===== config.mk =====
export PLATFORM = sky130hd
export DESIGN_NAME = lp_domain_handshakes
export DESIGN_NICKNAME = d
export VERILOG_FILES = /design/src/design/domain_lp_handshake.v /design/src/design/lp_domain_handshakes.v
export VERILOG_INCLUDE_DIRS = /design/src /design/src/design
export SDC_FILE = /design/constraint.sdc
export NUM_CORES = 1
export LEC_CHECK = 0
export BUFFER_PORTS_ARGS = -buffer_cell sky130_fd_sc_hd__buf_2
export CORE_MARGIN = 2
export CORE_UTILIZATION = 50
export CTS_BUF_LIST = sky130_fd_sc_hd__clkbuf_16
export DETAILED_ROUTE_END_ITERATION = 7
export GPL_TIMING_DRIVEN = 0
export PLACE_DENSITY = 0.78
export SLEW_MARGIN = 20
export SYNTH_ARGS = -nofsm -noshare
export SYNTH_HDL_FRONTEND = slang
export SYNTH_SLANG_ARGS = --single-unit

===== constraint.sdc =====
create_clock -name mclk -period 2.63 [get_ports mclk]
set_input_delay 0.1315 -clock mclk [delete_from_list [all_inputs] [get_ports mclk]]
set_output_delay 0.1315 -clock mclk [all_outputs]
set_load 0.02 [all_outputs]

===== src/design/lp_handshake_regs.vh =====
`ifndef LP_HANDSHAKE_REGS_VH
`define LP_HANDSHAKE_REGS_VH

// reset values of the handshake outputs: a domain leaves reset running
`define LP_ACK_RESET 1'h1
`define LP_ACTIVE_RESET 1'h1
// request level seen by the synchroniser while in reset (no idle request)
`define LP_REQ_RESET 1'h1
// synchronised domain reset level while the block itself is in reset
`define LP_DOMRST_N_RESET 1'h0
// one-hot state codes of the per-domain handshake
`define LP_ST_RUN 4'h1
`define LP_ST_DRAIN 4'h2
`define LP_ST_IDLE 4'h4
`define LP_ST_WAKE 4'h8
// default width of the outstanding transaction counter
`define LP_CNT_W_DEFAULT 8

`endif


===== src/design/domain_lp_handshake.v =====
`timescale 1ns/1ps
`include "lp_handshake_regs.vh"

module domain_lp_handshake (
	input wire mclk,
	input wire sys_rst,
	input wire dom_rst_n,
	input wire csysreq,
	output wire req_sync,
	output wire dom_live
);

	reg req_meta_reg;
	reg req_sync_reg;
	reg rst_meta_reg;
	reg rst_sync_reg;

	// both pins come from outside this clock: two flops, only the second is read
	always @(posedge mclk)
	begin
		if (sys_rst)
		begin
			req_meta_reg <= `LP_REQ_RESET;
			req_sync_reg <= `LP_REQ_RESET;
			rst_meta_reg <= `LP_DOMRST_N_RESET;
			rst_sync_reg <= `LP_DOMRST_N_RESET;
		end
		else
		begin
			req_meta_reg <= csysreq;
			req_sync_reg <= req_meta_reg;
			rst_meta_reg <= dom_rst_n;
			rst_sync_reg <= rst_meta_reg;
		end
	end

	// a domain reset takes two edges to bite and two to let go
	assign req_sync = req_sync_reg;
	assign dom_live = rst_sync_reg;

endmodule // domain_lp_handshake


===== src/design/lp_domain_handshakes.v =====
`timescale 1ns/1ps
`include "lp_handshake_regs.vh"

module lp_domain_handshakes #(
	parameter NUM_FILTERS = 2,
	parameter CNT_W = `LP_CNT_W_DEFAULT
) (
	input wire mclk,
	input wire sys_rst,
	input wire [NUM_FILTERS-1:0] filt_rst_n,
	input wire [NUM_FILTERS-1:0] filt_csysreq,
	input wire [NUM_FILTERS-1:0] filt_txn_start,
	input wire [NUM_FILTERS-1:0] filt_txn_done,
	input wire [NUM_FILTERS-1:0] filt_wake_want,
	output wire [NUM_FILTERS-1:0] filt_txn_stall,
	output wire [NUM_FILTERS-1:0] filt_csysack,
	output wire [NUM_FILTERS-1:0] filt_cactive,
	input wire ctl_rst_n,
	input wire ctl_csysreq,
	input wire ctl_txn_start,
	input wire ctl_txn_done,
	input wire ctl_wake_want,
	output wire ctl_txn_stall,
	output wire ctl_csysack,
	output wire ctl_cactive
);

	// control unit sits one index above the filter domains
	localparam NUM_DOM = NUM_FILTERS + 1;
	localparam [3:0] ST_RUN = `LP_ST_RUN;
	localparam [3:0] ST_DRAIN = `LP_ST_DRAIN;
	localparam [3:0] ST_IDLE = `LP_ST_IDLE;
	localparam [3:0] ST_WAKE = `LP_ST_WAKE;
	localparam [CNT_W-1:0] CNT_ZERO = {CNT_W{1'h0}};
	localparam [CNT_W-1:0] CNT_ONE = {{(CNT_W-1){1'h0}}, 1'h1};

	// one bit per domain, so every handshake runs the same logic
	wire [NUM_DOM-1:0] dom_rst_n;
	wire [NUM_DOM-1:0] dom_req;
	wire [NUM_DOM-1:0] dom_start;
	wire [NUM_DOM-1:0] dom_done;
	wire [NUM_DOM-1:0] dom_wake;
	wire [NUM_DOM-1:0] dom_stall;
	wire [NUM_DOM-1:0] dom_ack;
	wire [NUM_DOM-1:0] dom_active;

	// gather the pins; the control unit is just one more domain here
	assign dom_rst_n = {ctl_rst_n, filt_rst_n};
	assign dom_req = {ctl_csysreq, filt_csysreq};
	assign dom_start = {ctl_txn_start, filt_txn_start};
	assign dom_done = {ctl_txn_done, filt_txn_done};
	assign dom_wake = {ctl_wake_want, filt_wake_want};

	// hand the answers back to the per-domain pins
	assign filt_txn_stall = dom_stall[NUM_FILTERS-1:0];
	assign filt_csysack = dom_ack[NUM_FILTERS-1:0];
	assign filt_cactive = dom_active[NUM_FILTERS-1:0];
	assign ctl_txn_stall = dom_stall[NUM_FILTERS];
	assign ctl_csysack = dom_ack[NUM_FILTERS];
	assign ctl_cactive = dom_active[NUM_FILTERS];

	// next handshake state; a pending idle request never turns back to run
	function [3:0] next_state;
		input [3:0] cur;
		input req_high;
		input drained;
		begin
			case (cur)
				ST_RUN:
					next_state = req_high ? ST_RUN : ST_DRAIN;
				ST_DRAIN:
					next_state = drained ? ST_IDLE : ST_DRAIN;
				ST_IDLE:
					next_state = req_high ? ST_WAKE : ST_IDLE;
				ST_WAKE:
					next_state = ST_RUN;
				default:
					next_state = ST_RUN;
			endcase
		end
	endfunction

	// outstanding count; wraps past its top, so CNT_W must cover the deepest load
	function [CNT_W-1:0] count_step;
		input [CNT_W-1:0] count;
		input up;
		input down;
		begin
			count_step = count;
			if (up && !down)
				count_step = count + CNT_ONE;
			else if (!up && down && count != CNT_ZERO)
				count_step = count - CNT_ONE;
		end
	endfunction

	// one handshake per domain; binds the controller, not this logic
	genvar g;
	generate
		for (g = 0; g < NUM_DOM; g = g + 1)
		begin : dom_hs
			wire req_sync;
			wire dom_live;
			wire accept;
			wire drained;
			reg [3:0] state_reg;
			reg [3:0] state_next;
			reg [CNT_W-1:0] cnt_reg;
			reg [CNT_W-1:0] cnt_next;
			reg ack_reg;
			reg ack_next;
			reg active_reg;
			reg active_next;

			// request and domain reset are pins, so they are synchronised first
			domain_lp_handshake domain_lp_handshake_inst (
				.mclk(mclk),
				.sys_rst(sys_rst),
				.dom_rst_n(dom_rst_n[g]),
				.csysreq(dom_req[g]),
				.req_sync(req_sync),
				.dom_live(dom_live)
			);

			// new work only taken while running: stalled before the ack drops
			assign dom_stall[g] = (state_reg != ST_RUN);
			assign accept = dom_start[g] & ~dom_stall[g];
			assign drained = (cnt_reg == CNT_ZERO);
			assign dom_ack[g] = ack_reg;
			assign dom_active[g] = active_reg;

			// accepted starts minus completions; a done at zero is ignored
			always @*
			begin
				cnt_next = count_step(cnt_reg, accept, dom_done[g]);
			end

			// idle needs an empty count as well as the request
			always @*
			begin
				state_next = next_state(state_reg, req_sync, drained);
			end

			// ack falls only once drained and rises on wake, so it follows the request
			always @*
			begin
				ack_next = ack_reg;
				if (state_next == ST_IDLE)
					ack_next = 1'h0;
				else if (state_next == ST_WAKE)
					ack_next = 1'h1;
			end

			// idle drops clock-active unless pending work wants the domain back
			always @*
			begin
				if (state_next == ST_IDLE)
					active_next = dom_wake[g];
				else
					active_next = 1'h1;
			end

			// a domain reset forces running: the domain leaves reset needing its clock
			always @(posedge mclk)
			begin
				if (sys_rst || !dom_live)
				begin
					state_reg <= ST_RUN;
				end
				else
				begin
					state_reg <= state_next;
				end
			end

			// work in flight is lost with the domain reset, so the count restarts
			always @(posedge mclk)
			begin
				if (sys_rst || !dom_live)
				begin
					cnt_reg <= CNT_ZERO;
				end
				else
				begin
					cnt_reg <= cnt_next;
				end
			end

			// ack straight from a flop, free of decode glitches
			always @(posedge mclk)
			begin
				if (sys_rst || !dom_live)
				begin
					ack_reg <= `LP_ACK_RESET;
				end
				else
				begin
					ack_reg <= ack_next;
				end
			end

			// clock-active straight from a flop as well
			always @(posedge mclk)
			begin
				if (sys_rst || !dom_live)
				begin
					active_reg <= `LP_ACTIVE_RESET;
				end
				else
				begin
					active_reg <= active_next;
				end
			end
		end
	endgenerate

endmodule // lp_domain_handshakes


==> results_dict.tcl <==
set metrics [dict create \
    worstPathMaxFanout 6 \
    hold_path_class "in2reg" \
    die_area_um2 6415 \
    clock-sinks 54 \
    max_stage_delay_ns 0.65 \
    finalMaxSlewViolations 0 \
    place_congestion 0.7987 \
    slew_headroom 0.4713 \
    cts_buffers 5 \
    arrival_ns 2.76 \
    insertion_delay_ns 0.29 \
    p_int_w 0.001278 \
    clockBufferDepth 2 \
    instances_no_fill 431 \
    postCtsHoldBufs 0 \
    fin_area_um2 3475 \
    path_cells "nor4b_4 > nand3_4 > ha_4 > a211oi_1 > or4b_2 > a32oi_1 > a21oi_1 > nor2_1" \
    min_period_ns 2.530 \
    crit_family "simple AND/OR/NAND/NOR gates" \
    diodes 0 \
    synthTopCellsByArea "dfxtp_1 37%, ha_1 7.8%, a21oi_1 5.9%" \
    fmax_mhz 395.2 \
    dp_hpwl_um 4008 \
    worstReg2RegEnd "dom_hs[2].cnt_reg[6]" \
    first_iter_violations 64 \
    p_sw_w 0.0004044 \
    min_path_cells 2 \
    worstHoldStart "filt_wake_want[0]" \
    ys_ff_latch 54 \
    reg2reg_slack_ns 0.1 \
    routed_wirelength_um 5772 \
    cts_tree "done" \
    die_x_um 80.10 \
    netlist_instances 322 \
    slowest_stage "or4b_2" \
    track_usage 0.1855 \
    core.rowCount 27 \
    cellPowerDensity_nw_per_um2 484.2 \
    multiInputGateArea_um2 1903 \
    cp.depth 8 \
    switching_share 0.2404 \
    p_clk_frac 0.377 \
    place_ws_ns -0.1222 \
    num_vias 2370 \
    yosysTopAreaCellShare 0.3734 \
    p_leak_nw 1.504 \
    p_seq_frac 0.499 \
    worstSetupStartpointType "flip-flop" \
    layout-drive-gt1-share 0.2256 \
    grt_max_degree 17 \
    final-setup-viol-count 0 \
    crit_required_ns 2.86 \
    syn_nets 360 \
    post-route-period-util 0.9621 \
    viasPerCell 5.499 \
    clockRootBuffer "clkbuf_16" \
    yosys.area.top_type "dfxtp_1" \
    largest_reg_flops 24 \
    synth.most_common_cell "dfxtp_1" \
    ys.warnings.count 0 \
    ys_async_sr_fraction 0 \
    irDropWorstVdd_mv 0.4165 \
    die_h_um 80.10 \
    grt_overflow 0 \
    syn_area_per_cell_um2 8.992 \
    synth.yosys.seq_area_share 0.3734 \
    status "finished, final reports clean" \
    synth.distinct_cells 39 \
    combPwrFrac 0.124 \
    yosys-top-cells-count "54 x dfxtp_1, 34 x a21oi_1, 28 x nor2_1, 23 x nand2_1, 18 x ha_1" \
    initial_core_util 0.5226 \
    power_w 0.001682 \
    syn_area_um2 2895 \
    r2r_cells 8 \
    hold_path_end "dom_hs[0].active_reg" \
    drv_cap 0 \
    firstDrtPassIters 4 \
    place_inst 419 \
    grt_pass1_vias 2262 \
    drtAntennaViolNets 0 \
    wl_per_cell_um 13.39 \
    path_buf_inv 0 \
    rsz0062_at_grt "yes" \
    design.core.area_um2 5540 \
    drc 0 \
    fin_ws_ns 0.09956 \
    ff_latch_area_um2 1081 \
    tightestPinTransition_ns 0.7821 \
    hold_viol 0 \
    grt_pass1_wl_um 9604 \
    cts.htree.levels 2 \
    end_kind "flip-flop" \
    synth_edf_count 0 \
    place.port_buffers 25 \
    final_net_count 397 \
    area_delta_synth_final_pct 20.01 \
    fin_skew_ns 0.006561 \
    antenna_found_initial 0 \
    synth-main-ff-cell "dfxtp_1" \
    crit_type "reg2reg" \
    num-fill-cells 447 \
    r2r-start "dom_hs[2].state_reg[2]" \
    clk_pin_slew_ns 0.07 \
    placed_area_um2 3110 \
    io_pins 26 \
]
## layout make-up
class / count / area share
clock buffers: 5 / 0.03601
flip-flops and latches: 54 / 0.3111
inverters: 9 / 0.01116
well taps: 72 / 0.02593
repair buffers: 29 / 0.04465
multi-input cells: 249 / 0.5477
clock inverters: 2 / 0.004321
plain buffers: 11 / 0.01909
## worst register-to-register path, stage by stage (launching register included)
cell	delay, ns
dfxtp_1	0.35
nor4b_4	0.39
nand3_4	0.23
ha_4	0.36
a211oi_1	0.08
or4b_2	0.65
a32oi_1	0.27
a21oi_1	0.07
nor2_1	0.08
## placed cells by master, fill, tap and decap left out, types with 9 or more instances in the layout
master,instances
ha_1,9
dfxtp_1,54
a21oi_1,29
mux2i_1,17
buf_2,27
nor2b_1,12
o21ai_0,14
nor2_1,28
nand2_1,23
nand2b_1,12
## logic make-up (layout without fill, tap and decap cells)
kind of cell    Yosys count  count (layout)  share of synthesized area
simple gates            126             127                     0.2494
compound gates           72              72                     0.1474
xor+xnor                 10              10                    0.03025
buf+inv                  20              56                    0.03457
fa+ha+maj                21              21                    0.09853
flops                    54              54                     0.3734
mux                      19              19                    0.06655
## worst max path at each step
stage / slack [ns] / end / startpoint
5_1_grt: -0.08 / dom_hs[2].cnt_reg[6] / dom_hs[2].state_reg[2]
2_1_floorplan: 0.10 / dom_hs[1].cnt_reg[6] / dom_hs[1].state_reg[1]
4_1_cts: 0.008 / dom_hs[1].cnt_reg[6] / dom_hs[1].state_reg[1]
3_5_place_dp: -0.12 / dom_hs[2].cnt_reg[6] / dom_hs[2].state_reg[1]
6_report: 0.1 / dom_hs[2].cnt_reg[6] / dom_hs[2].state_reg[2]
3_3_place_gp: -0.08 / dom_hs[1].cnt_reg[6] / dom_hs[1].state_reg[1]
## layer usage
metal | part of all wire | track usage
met4 | 0.012 | 0.04576
met3 | 0.024 | 0.03371
met5 | 0 | 0
met2 | 0.50 | 0.3250
met1 | 0.46 | 0.2350
## timing repair
item                                    4_1_cts  5_1_grt
pin swaps                                     1        6
cloned                                        0        1
resized for setup                             7       27
setup buffers                                 0        4
hold endpoints to repair                      0        0
endpoints found under the setup margin        9        9
## power groups by stage
stage | clock network, W | registers [W] | logic (W)
3_3_place_gp | 0 | 0.000856 | 0.000174
3_5_place_dp | 0 | 0.000856 | 0.000178
2_1_floorplan | 0 | 0.000854 | 0.000139
5_1_grt | 0.000677 | 0.000840 | 0.000235
6_report | 0.000634 | 0.000839 | 0.000209
4_1_cts | 0.000642 | 0.000838 | 0.000185
## stage by stage
stage	utilization	TNS (ns)	hold slack (ns)
2_1_floorplan	-	0	0.2031
3_3_place_gp	0.5614	-0.2135	0.3141
3_5_place_dp	0.5614	-0.4420	0.3193
4_1_cts	0.5921	0	0.02403
5_1_grt	0.6271	-0.1290	0.02419
6_report	0.6271	0	0.02387
(Power assumes the default switching activity.)
